<file path="config.mk">
export PLATFORM = sky130hd
export DESIGN_NAME = acms_sequencer
export DESIGN_NICKNAME = d
export VERILOG_FILES = /design/src/acms_pkg.sv /design/src/acms_fifo_if.sv /design/src/acms_sequencer.sv /design/src/acms_result_fifo.sv
export VERILOG_INCLUDE_DIRS = /design/src
export SDC_FILE = /design/constraint.sdc
export NUM_CORES = 1
export LEC_CHECK = 0
export BUFFER_PORTS_ARGS = -buffer_cell sky130_fd_sc_hd__clkbuf_2
export CORE_MARGIN = 1
export CORE_UTILIZATION = 45
export CTS_CLUSTER_DIAMETER = 80
export DETAILED_ROUTE_END_ITERATION = 12
export PLACE_DENSITY = 0.78
export SYNTH_ARGS = -nofsm -noshare
export SYNTH_HDL_FRONTEND = slang
export SYNTH_SLANG_ARGS = --single-unit
</file>
<file path="constraint.sdc">
create_clock -name sys_clk -period 2.5 [get_ports sys_clk]
set_clock_uncertainty 0.05 [all_clocks]
set_input_delay 0.125 -clock sys_clk [delete_from_list [all_inputs] [get_ports sys_clk]]
set_output_delay 0.125 -clock sys_clk [all_outputs]
set_load 0.02 [all_outputs]
</file>
<file path="src/acms_params.svh">
// Constants of the conversion mode sequencer: offsets, fields, reset values and counts.
`ifndef ACMS_PARAMS_SVH
`define ACMS_PARAMS_SVH

// ==========================================================
// Register byte offsets
`define ACMS_OFS_CONFIG 8'h00
`define ACMS_OFS_COMMAND 8'h04
`define ACMS_OFS_STATUS 8'h08
`define ACMS_OFS_FIFO 8'h0c
`define ACMS_OFS_DIRECT 8'h10

// ==========================================================
// Configuration register fields
`define ACMS_CFG_MODE_LSB 0
`define ACMS_CFG_THR_LSB 4
`define ACMS_CFG_SEQ_LSB 8
`define ACMS_CFG_RESET 32'h0000_0000

// ==========================================================
// Command register fields
`define ACMS_CMD_CH_LSB 0
`define ACMS_CMD_SELECT_BIT 8
`define ACMS_CMD_CONVERT_BIT 9

// ==========================================================
// Bus answers and timing
`define ACMS_RESP_OKAY 2'h0
`define ACMS_RESP_SLVERR 2'h2
`define ACMS_CONV_SCLK_EDGES 14

`endif

</file>
<file path="src/acms_pkg.sv">
// Types shared by the conversion mode sequencer files.
package acms_pkg;
	typedef enum logic [1:0] {
		ACMS_MODE_SINGLE,
		ACMS_MODE_REPEAT,
		ACMS_MODE_SWEEP,
		ACMS_MODE_RSWEEP
	} acms_mode_type;

	typedef enum logic {
		ACMS_ST_IDLE,
		ACMS_ST_CONV
	} acms_state_type;
endpackage

</file>
<file path="src/acms_fifo_if.sv">
// Connection between the sequencer and its result store.
`timescale 1ns/1ns
interface acms_fifo_if #(
	parameter int WIDTH = 12,
	parameter int DEPTH = 8
);
	logic push;
	logic [WIDTH-1:0] push_data;
	logic pop;
	logic flush;
	logic [WIDTH-1:0] head;
	logic [$clog2(DEPTH+1)-1:0] count;

	modport producer(output push, output push_data, output pop, output flush,
		input head, input count);
	modport store(input push, input push_data, input pop, input flush,
		output head, output count);
endinterface

</file>
<file path="src/acms_sequencer.sv">
// Conversion mode sequencer of a multichannel converter, with an AXI4-Lite register slave.
`timescale 1ns/1ns
`include "acms_params.svh"

// Behaviour
// - Sweep mode stops converting once the FIFO holds the threshold count.
// - Sweep at threshold: only register accesses act; conversions ignored.
// - Repeat sweep at threshold: a conversion clears the FIFO and restarts sweep.
// - Single shot results bypass the FIFO; repeat mode results go into it.
// - Repeat mode needs a fresh channel selection once the FIFO reaches the threshold count.
// - Each sweep trigger below the threshold count converts the next sequence channel; reads return in order.
// - Repeat sweep after readout converts the sequence again from its first channel.
module acms_sequencer #(
	parameter int WIDTH = 12,
	parameter int DEPTH = 8,
	parameter int CONV_EDGES = `ACMS_CONV_SCLK_EDGES
) (
	// Clock, reset and enable
	input wire logic sys_clk,
	input wire logic reset_n,
	input wire logic clk_en,
	// Link pins
	input wire logic link_sclk,
	input wire logic cs_n,
	input wire logic conversion_start_pin_n,
	// Converter core
	input wire logic [WIDTH-1:0] adc_code,
	output logic [2:0] adc_channel,
	output logic conv_busy,
	// AXI4-Lite slave
	input wire logic [7:0] s_axi_awaddr,
	input wire logic s_axi_awvalid,
	output logic s_axi_awready,
	input wire logic [31:0] s_axi_wdata,
	input wire logic [3:0] s_axi_wstrb,
	input wire logic s_axi_wvalid,
	output logic s_axi_wready,
	output logic [1:0] s_axi_bresp,
	output logic s_axi_bvalid,
	input wire logic s_axi_bready,
	input wire logic [7:0] s_axi_araddr,
	input wire logic s_axi_arvalid,
	output logic s_axi_arready,
	output logic [31:0] s_axi_rdata,
	output logic [1:0] s_axi_rresp,
	output logic s_axi_rvalid,
	input wire logic s_axi_rready
);
	localparam int CW = $clog2(DEPTH+1);
	localparam int NW = $clog2(CONV_EDGES);

	acms_fifo_if #(.WIDTH(WIDTH), .DEPTH(DEPTH)) fifo ();

	acms_result_fifo #(.WIDTH(WIDTH), .DEPTH(DEPTH)) u_fifo (
		.sys_clk(sys_clk),
		.reset_n(reset_n),
		.clk_en(clk_en),
		.fifo(fifo.store)
	);

	// ==========================================================
	// Pin synchronisers; only the second and third stages are looked at.
	logic [2:0] sclk_q, cs_q, cst_q;
	always_ff @(posedge sys_clk or negedge reset_n) begin
		if (!reset_n) begin
			sclk_q <= 3'h0;
			cs_q <= 3'h7;
			cst_q <= 3'h7;
		end else if (clk_en) begin
			sclk_q <= {sclk_q[1:0], link_sclk};
			cs_q <= {cs_q[1:0], cs_n};
			cst_q <= {cst_q[1:0], conversion_start_pin_n};
		end
	end
	logic sclk_rise, pin_trig;
	assign sclk_rise = sclk_q[1] && !sclk_q[2];
	assign pin_trig = (!cs_q[1] && cs_q[2]) || (!cst_q[1] && cst_q[2]);

	// ==========================================================
	// AXI4-Lite slave
	logic aw_full_q, aw_full_d, w_full_q, w_full_d;
	logic [7:0] awaddr_q, awaddr_d, araddr;
	logic [31:0] wdata_q, wdata_d, rdata_d;
	logic [3:0] wstrb_q, wstrb_d;
	logic awready_d, wready_d, bvalid_d, arready_d, rvalid_d;
	logic [1:0] bresp_d, rresp_d;
	logic wr_do, rd_do, wr_hit;

	assign wr_do = aw_full_q && w_full_q && !s_axi_bvalid;
	assign rd_do = s_axi_arvalid && s_axi_arready;
	assign araddr = s_axi_araddr;
	assign wr_hit = (awaddr_q == `ACMS_OFS_CONFIG) || (awaddr_q == `ACMS_OFS_COMMAND);

	// ==========================================================
	// Sequencer state
	acms_pkg::acms_state_type state_q, state_d;
	logic [31:0] cfg_q, cfg_d;
	logic [2:0] sel_ch_q, sel_ch_d, pos_q, pos_d, ch_q, ch_d;
	logic sel_ok_q, sel_ok_d, direct_ok_q, direct_ok_d;
	logic [WIDTH-1:0] direct_q, direct_d;
	logic [NW-1:0] edge_q, edge_d;
	acms_pkg::acms_mode_type mode;
	logic [CW-1:0] thr;
	logic [2:0] seq_ch;
	logic at_thr, cfg_wr, cmd_wr, trig, done, start, pop_rd;

	assign mode = acms_pkg::acms_mode_type'(cfg_q[`ACMS_CFG_MODE_LSB +: 2]);
	assign thr = CW'(cfg_q[`ACMS_CFG_THR_LSB +: 3]) + 1'b1;
	assign seq_ch = cfg_q[`ACMS_CFG_SEQ_LSB + 3*pos_q +: 3];
	assign at_thr = fifo.count >= thr;
	assign cfg_wr = wr_do && (awaddr_q == `ACMS_OFS_CONFIG);
	assign cmd_wr = wr_do && (awaddr_q == `ACMS_OFS_COMMAND);
	assign trig = pin_trig || (cmd_wr && wdata_q[`ACMS_CMD_CONVERT_BIT]);
	assign done = (state_q == acms_pkg::ACMS_ST_CONV) && sclk_rise
		&& (edge_q == NW'(CONV_EDGES-1));
	assign pop_rd = rd_do && (araddr == `ACMS_OFS_FIFO);

	always_comb begin
		state_d = state_q;
		cfg_d = cfg_q;
		sel_ch_d = sel_ch_q;
		sel_ok_d = sel_ok_q;
		pos_d = pos_q;
		ch_d = ch_q;
		edge_d = edge_q;
		direct_d = direct_q;
		direct_ok_d = direct_ok_q;
		start = 1'b0;
		fifo.flush = 1'b0;
		fifo.push = 1'b0;
		fifo.push_data = adc_code;
		fifo.pop = pop_rd;
		if (rd_do && (araddr == `ACMS_OFS_DIRECT)) begin
			direct_ok_d = 1'b0;
		end
		if (cfg_wr) begin
			// Reconfiguring dumps stored results and needs a new channel selection.
			if (wstrb_q[0]) cfg_d[7:0] = wdata_q[7:0];
			if (wstrb_q[1]) cfg_d[15:8] = wdata_q[15:8];
			if (wstrb_q[2]) cfg_d[23:16] = wdata_q[23:16];
			if (wstrb_q[3]) cfg_d[31:24] = wdata_q[31:24];
			fifo.flush = 1'b1;
			pos_d = 3'h0;
			sel_ok_d = 1'b0;
			state_d = acms_pkg::ACMS_ST_IDLE;
		end else begin
			if (cmd_wr && wdata_q[`ACMS_CMD_SELECT_BIT]) begin
				sel_ch_d = wdata_q[`ACMS_CMD_CH_LSB +: 3];
				sel_ok_d = 1'b1;
			end
			if (state_q == acms_pkg::ACMS_ST_IDLE && trig) begin
				unique case (mode)
					acms_pkg::ACMS_MODE_SINGLE: begin
						start = sel_ok_q;
						ch_d = sel_ch_q;
					end
					acms_pkg::ACMS_MODE_REPEAT: begin
						start = sel_ok_q && !at_thr;
						ch_d = sel_ch_q;
					end
					acms_pkg::ACMS_MODE_SWEEP: begin
						start = !at_thr;
						ch_d = seq_ch;
						pos_d = start ? ((pos_q + 3'h1 == thr[2:0]) ? 3'h0 : pos_q + 3'h1) : pos_q;
					end
					acms_pkg::ACMS_MODE_RSWEEP: begin
						start = 1'b1;
						fifo.flush = at_thr;
						ch_d = at_thr ? cfg_q[`ACMS_CFG_SEQ_LSB +: 3] : seq_ch;
						if (at_thr) begin
							pos_d = (thr[2:0] == 3'h1) ? 3'h0 : 3'h1;
						end else begin
							pos_d = (pos_q + 3'h1 == thr[2:0]) ? 3'h0 : pos_q + 3'h1;
						end
					end
				endcase
				if (start) begin
					state_d = acms_pkg::ACMS_ST_CONV;
					edge_d = '0;
				end else begin
					ch_d = ch_q;
				end
			end else if (state_q == acms_pkg::ACMS_ST_CONV && sclk_rise) begin
				edge_d = edge_q + 1'b1;
				if (done) begin
					state_d = acms_pkg::ACMS_ST_IDLE;
					if (mode == acms_pkg::ACMS_MODE_SINGLE) begin
						direct_d = adc_code;
						direct_ok_d = 1'b1;
					end else begin
						fifo.push = 1'b1;
						// A filled repeat FIFO forces a fresh channel selection.
						if (mode == acms_pkg::ACMS_MODE_REPEAT && fifo.count + 1'b1 >= thr) begin
							sel_ok_d = 1'b0;
						end
					end
				end
			end
		end
	end

	always_ff @(posedge sys_clk or negedge reset_n) begin
		if (!reset_n) begin
			state_q <= acms_pkg::ACMS_ST_IDLE;
			cfg_q <= `ACMS_CFG_RESET;
			sel_ch_q <= 3'h0;
			sel_ok_q <= 1'b0;
			pos_q <= 3'h0;
			ch_q <= 3'h0;
			edge_q <= '0;
			direct_q <= '0;
			direct_ok_q <= 1'b0;
		end else if (clk_en) begin
			state_q <= state_d;
			cfg_q <= cfg_d;
			sel_ch_q <= sel_ch_d;
			sel_ok_q <= sel_ok_d;
			pos_q <= pos_d;
			ch_q <= ch_d;
			edge_q <= edge_d;
			direct_q <= direct_d;
			direct_ok_q <= direct_ok_d;
		end
	end

	assign adc_channel = ch_q;
	assign conv_busy = (state_q == acms_pkg::ACMS_ST_CONV);

	// ==========================================================
	// Bus channel next values
	always_comb begin
		aw_full_d = aw_full_q;
		w_full_d = w_full_q;
		awaddr_d = awaddr_q;
		wdata_d = wdata_q;
		wstrb_d = wstrb_q;
		bvalid_d = s_axi_bvalid;
		bresp_d = s_axi_bresp;
		if (s_axi_awvalid && s_axi_awready) begin
			aw_full_d = 1'b1;
			awaddr_d = s_axi_awaddr;
		end
		if (s_axi_wvalid && s_axi_wready) begin
			w_full_d = 1'b1;
			wdata_d = s_axi_wdata;
			wstrb_d = s_axi_wstrb;
		end
		if (wr_do) begin
			aw_full_d = 1'b0;
			w_full_d = 1'b0;
			bvalid_d = 1'b1;
			bresp_d = wr_hit ? `ACMS_RESP_OKAY : `ACMS_RESP_SLVERR;
		end else if (s_axi_bvalid && s_axi_bready) begin
			bvalid_d = 1'b0;
		end
		awready_d = !aw_full_d && !bvalid_d;
		wready_d = !w_full_d && !bvalid_d;
		rvalid_d = s_axi_rvalid;
		rdata_d = s_axi_rdata;
		rresp_d = s_axi_rresp;
		if (rd_do) begin
			rvalid_d = 1'b1;
			rresp_d = `ACMS_RESP_OKAY;
			unique case (araddr)
				`ACMS_OFS_CONFIG: rdata_d = cfg_q;
				`ACMS_OFS_STATUS: rdata_d = {16'h0000, 3'h0, pos_q, CW'(fifo.count), 1'b0,
					at_thr, sel_ok_q, conv_busy, mode};
				`ACMS_OFS_FIFO: rdata_d = (fifo.count != '0) ? 32'(fifo.head) : 32'h0000_0000;
				`ACMS_OFS_DIRECT: rdata_d = {direct_ok_q, 15'h0000, 16'(direct_q)};
				default: begin
					rdata_d = 32'h0000_0000;
					rresp_d = `ACMS_RESP_SLVERR;
				end
			endcase
		end else if (s_axi_rvalid && s_axi_rready) begin
			rvalid_d = 1'b0;
		end
		arready_d = !rvalid_d;
	end

	always_ff @(posedge sys_clk or negedge reset_n) begin
		if (!reset_n) begin
			aw_full_q <= 1'b0;
			w_full_q <= 1'b0;
			awaddr_q <= 8'h00;
			wdata_q <= 32'h0000_0000;
			wstrb_q <= 4'h0;
			s_axi_awready <= 1'b0;
			s_axi_wready <= 1'b0;
			s_axi_bvalid <= 1'b0;
			s_axi_bresp <= 2'h0;
			s_axi_arready <= 1'b0;
			s_axi_rvalid <= 1'b0;
			s_axi_rdata <= 32'h0000_0000;
			s_axi_rresp <= 2'h0;
		end else if (clk_en) begin
			aw_full_q <= aw_full_d;
			w_full_q <= w_full_d;
			awaddr_q <= awaddr_d;
			wdata_q <= wdata_d;
			wstrb_q <= wstrb_d;
			s_axi_awready <= awready_d;
			s_axi_wready <= wready_d;
			s_axi_bvalid <= bvalid_d;
			s_axi_bresp <= bresp_d;
			s_axi_arready <= arready_d;
			s_axi_rvalid <= rvalid_d;
			s_axi_rdata <= rdata_d;
			s_axi_rresp <= rresp_d;
		end
	end
endmodule

</file>
<file path="src/acms_result_fifo.sv">
// Result store: flip-flop FIFO with flush, pushed by conversions and popped by reads.
`timescale 1ns/1ns
module acms_result_fifo #(
	parameter int WIDTH = 12,
	parameter int DEPTH = 8
) (
	// Clock and reset
	input wire logic sys_clk,
	input wire logic reset_n,
	input wire logic clk_en,
	// Sequencer side
	acms_fifo_if.store fifo
);
	localparam int AW = $clog2(DEPTH);
	localparam int CW = $clog2(DEPTH+1);

	logic [WIDTH-1:0] mem_q [DEPTH];
	logic [WIDTH-1:0] mem_d [DEPTH];
	logic [AW-1:0] rd_q, rd_d, wr_q, wr_d;
	logic [CW-1:0] cnt_q, cnt_d;
	logic do_push, do_pop;

	// ==========================================================
	// Next state
	always_comb begin
		mem_d = mem_q;
		rd_d = rd_q;
		wr_d = wr_q;
		cnt_d = cnt_q;
		do_push = fifo.push && (cnt_q != CW'(DEPTH));
		do_pop = fifo.pop && (cnt_q != '0);
		if (fifo.flush) begin
			rd_d = '0;
			wr_d = '0;
			cnt_d = '0;
		end else begin
			if (do_push) begin
				mem_d[wr_q] = fifo.push_data;
				wr_d = (wr_q == AW'(DEPTH-1)) ? '0 : wr_q + 1'b1;
			end
			if (do_pop) begin
				rd_d = (rd_q == AW'(DEPTH-1)) ? '0 : rd_q + 1'b1;
			end
			cnt_d = cnt_q + CW'(do_push) - CW'(do_pop);
		end
	end

	always_ff @(posedge sys_clk or negedge reset_n) begin
		if (!reset_n) begin
			for (int i = 0; i < DEPTH; i++) begin
				mem_q[i] <= '0;
			end
			rd_q <= '0;
			wr_q <= '0;
			cnt_q <= '0;
		end else if (clk_en) begin
			mem_q <= mem_d;
			rd_q <= rd_d;
			wr_q <= wr_d;
			cnt_q <= cnt_d;
		end
	end

	assign fifo.head = mem_q[rd_q];
	assign fifo.count = cnt_q;
endmodule

</file>
==> impl_metrics.py <==
metrics = {
    "finish": {
        "nNetsFinal": 1226,
        "n_antenna_cell": 0,
        "syn_to_final_growth_pct": 27.9,
        "post-route-util_pct": 59.0,
        "final_cells": 1483,
        "nFillCells": 1936,
        "seq_area_sq_um": 6520,
        "drive_above_1_share_pct": 44.1,
        "multi_input_area_sq_um": 5370,
    },
    "floorplan": {
        "die_x_um": 166,
        "pin_count": 120,
        "die_area_sq_um": 27500,
        "std_cell_rows": 59,
        "initial_core_util_pct": 46.2,
        "core-area_sq_um": 26200,
        "die_y_um": 166,
    },
    "clock_tree": {
        "htree_levels": 1,
        "cts_tree": "yes",
        "clockBufferDepth": 3,
        "root_buffer": "clkbuf_16",
        "cts.sinks": 260,
        "clk_pin_slew_worst_paths_ps": 60,
        "cts-buffers-inserted": 29,
        "clk_latency_ps": 570,
    },
    "sta": {
        "timing.final.ws_setup_ps": -33.6,
        "setup_viol": 21,
        "rsz0062_at_grt": "yes",
        "max_freq_ghz": 0.395,
        "worst_slew_pin_slew_ps": 702,
        "finalCritPeriodShare_pct": 101,
        "final_max_slew_viol_count": 0,
        "period_needed_ps": 2530,
        "maxSlewHeadroom_pct": 53.2,
        "hold_viol_final": 0,
    },
    "route": {
        "dr.pass1.iters": 11,
        "wirelength_um": 30400,
        "drc": 7,
        "drtIter0Drc": 745,
        "routedWlPerCell_um": 20.5,
        "antenna_left": 0,
        "vias_per_cell": 5.59,
        "dr_total_vias": 8297,
    },
    "synth": {
        "synth_area_leaders": "dfrtp_1 53%, mux2_2 15%, mux4_2 5.6%, mux2_4 5.0%, ha_1 2.4%",
        "syn_avg_cell_area_sq_um": 13.7,
        "syn_inst": 881,
        "yosysMostFrequentCell": "dfrtp_1",
        "yosysWarnings": 0,
        "synth-edff-count": 0,
        "yosysTopAreaCell": "dfrtp_1",
        "synth_ff_type": "dfrtp_1",
        "yosys-top-cells-count": "254 x dfrtp_1, 160 x mux2_2, 56 x nand2_1, 40 x mux2_4, 35 x o21ai_0",
        "synth_seq_cells": 260,
        "async_flop_share_pct": 100,
        "synth_top_area_share_pct": 52.5,
        "ys_types": 57,
        "synth_area_sq_um": 12100,
        "ys_seq_area_share_pct": 53.8,
    },
    "critical_path": {
        "path_max_fanout": 12,
        "start_kind": "flip-flop",
        "worst-r2r-setup-slack_ps": -30,
        "critPathCaptureType": "flip-flop",
        "crit_required_ps": 2880,
        "arrival_ps": 2910,
        "criticalPathCategory": "reg -> reg",
    },
    "run_status": {
        "failed_checks": "design-rule violations, negative setup slack",
        "status": "finished with violations",
    },
    "min_path": {
        "hp-class": "in -> reg",
    },
    "power_and_ir_drop": {
        "peakVddDrop_mv": 0.509,
        "p_leak_nw": 7.32,
        "p_per_area_nw_per_um2": 760,
    },
    "placed_design": {
        "gp_congestion": 0.841,
        "pre_cts_ws_ps": -66.8,
        "dp_cells": 1356,
        "portBuffers": 117,
        "dp_hpwl_um": 19800,
    },
    "global_routing": {
        "grt_start_max_net_pins": 86,
        "grt_pass1_wl_um": 48400,
        "antenna_found_initial": 0,
        "grtUsageTotal_pct": 22.1,
        "grt-ovfl-total": 0,
        "grt_pass1_vias": 8831,
    },
    "run": {
        "drv_cap": 0,
    },
}
==> kinds of logic (layout without fill, tap and decap cells) <==
kind of cell             count (synthesis)  count (layout)  synth area share, %
AND/OR/NAND/NOR                        141             141                 5.90
XOR/XNOR                                11              11                0.796
flip-flops                             260             260                 53.8
adder cells (fa/ha/maj)                 26              26                 2.71
AO/OA/AOI/OAI                          118             118                 6.40
other                                    1               2               0.0310
multiplexers                           257             257                 27.7
buffers and inverters                   67             333                 2.65
==> final cells by class <==
class / instances / area share [%]
Inverter: 19 / 0.461
Timing Repair Buffer: 262 / 13.5
Multi-Input combinational cell: 555 / 34.7
Clock buffer: 42 / 5.52
Sequential cell: 260 / 42.1
Tap cell: 335 / 2.71
Clock inverter: 10 / 0.930
==> critical path, cell delays in order (launching register included) <==
cell and delay, ps:
dfrtp_1 380, or4_4 530, or2_4 280, nor3_4 160, buf_6 150, nor2_4 30
nand2b_1 110, buf_6 150, nor4b_2 70, buf_12 190, mux2_4 300
==> cell usage in the layout (no fill, tap or decap), types with 25 or more instances in the layout <==
cell,n
clkbuf_16,31
mux2i_1,27
mux4_2,30
dlygate4sd3_1,67
mux2_4,40
clkbuf_2,116
nand2_1,56
dfrtp_1,252
a21oi_1,26
nor2_1,26
a22o_1,25
buf_4,56
o21ai_0,32
mux2_2,160
==> state kept, by name (all words and copies together) (netlist names), 4 cells and up <==
register / count
u_fifo.mem_q: 96
u_fifo.fifo.count: 4
awaddr_q: 8
cfg_q: 32
wstrb_q: 4
wdata_q: 32
s_axi_rdata: 32
edge_q: 4
direct_q: 12
==> through the flow <==
| stage | total power [mW] | instance area, sq um | hold slack (ps) | setup TNS, ps |
|---|---|---|---|---|
| after CTS | 11.7 | 15300 | 7.64 | -95.8 |
| after floorplan | 6.40 | 12100 | -221 | -53.7 |
| after global placement | 7.09 | 13600 | 135 | -985 |
| final | 11.8 | 15500 | 36.6 | -202 |
| after detailed placement | 7.20 | 13600 | 145 | -1840 |
| after global routing | 12.2 | 15500 | 58.0 | -4000 |
==> layer usage <==
layer  wire length [um]  up-vias  global-route usage (%)
met1              13500     4267                    30.3
li1                   -     3711                       -
met3               1420       55                    2.72
met4                699        0                    6.30
met2              14800      264                    37.1
met5                  0        -                       0
==> timing repair <==
item	in CTS	in global routing
hold endpoints to repair	243	0
setup buffers	0	6
gates cloned	0	2
endpoints found under the setup margin	75	91
pin swaps	0	13
resized for setup	10	16
hold buffers	67	0
==> worst paths after layout <==
path	from	endpoint	cells after the start
setup / recovery	awaddr_q[5]	u_fifo.mem_q[73]	10
hold / removal	s_axi_bready	s_axi_bvalid	4
setup reg to reg	awaddr_q[5]	u_fifo.mem_q[73]	10
hold reg to reg	wdata_q[12]	cfg_q[12]	1
max in group asynchronous	reset_n	cfg_q[5]	3
min in group asynchronous	reset_n	awaddr_q[6]	2
==> power by group <==
| group | internal (mW) | leakage [nW] | switching (mW) |
|---|---|---|---|
| clock network | 2.68 | 0.497 | 1.74 |
| registers | 4.81 | 3.44 | 0.455 |
| logic | 1.06 | 3.38 | 1.02 |
| total | 8.55 | 7.32 | 3.21 |
Power figures use the tool's default switching activity.
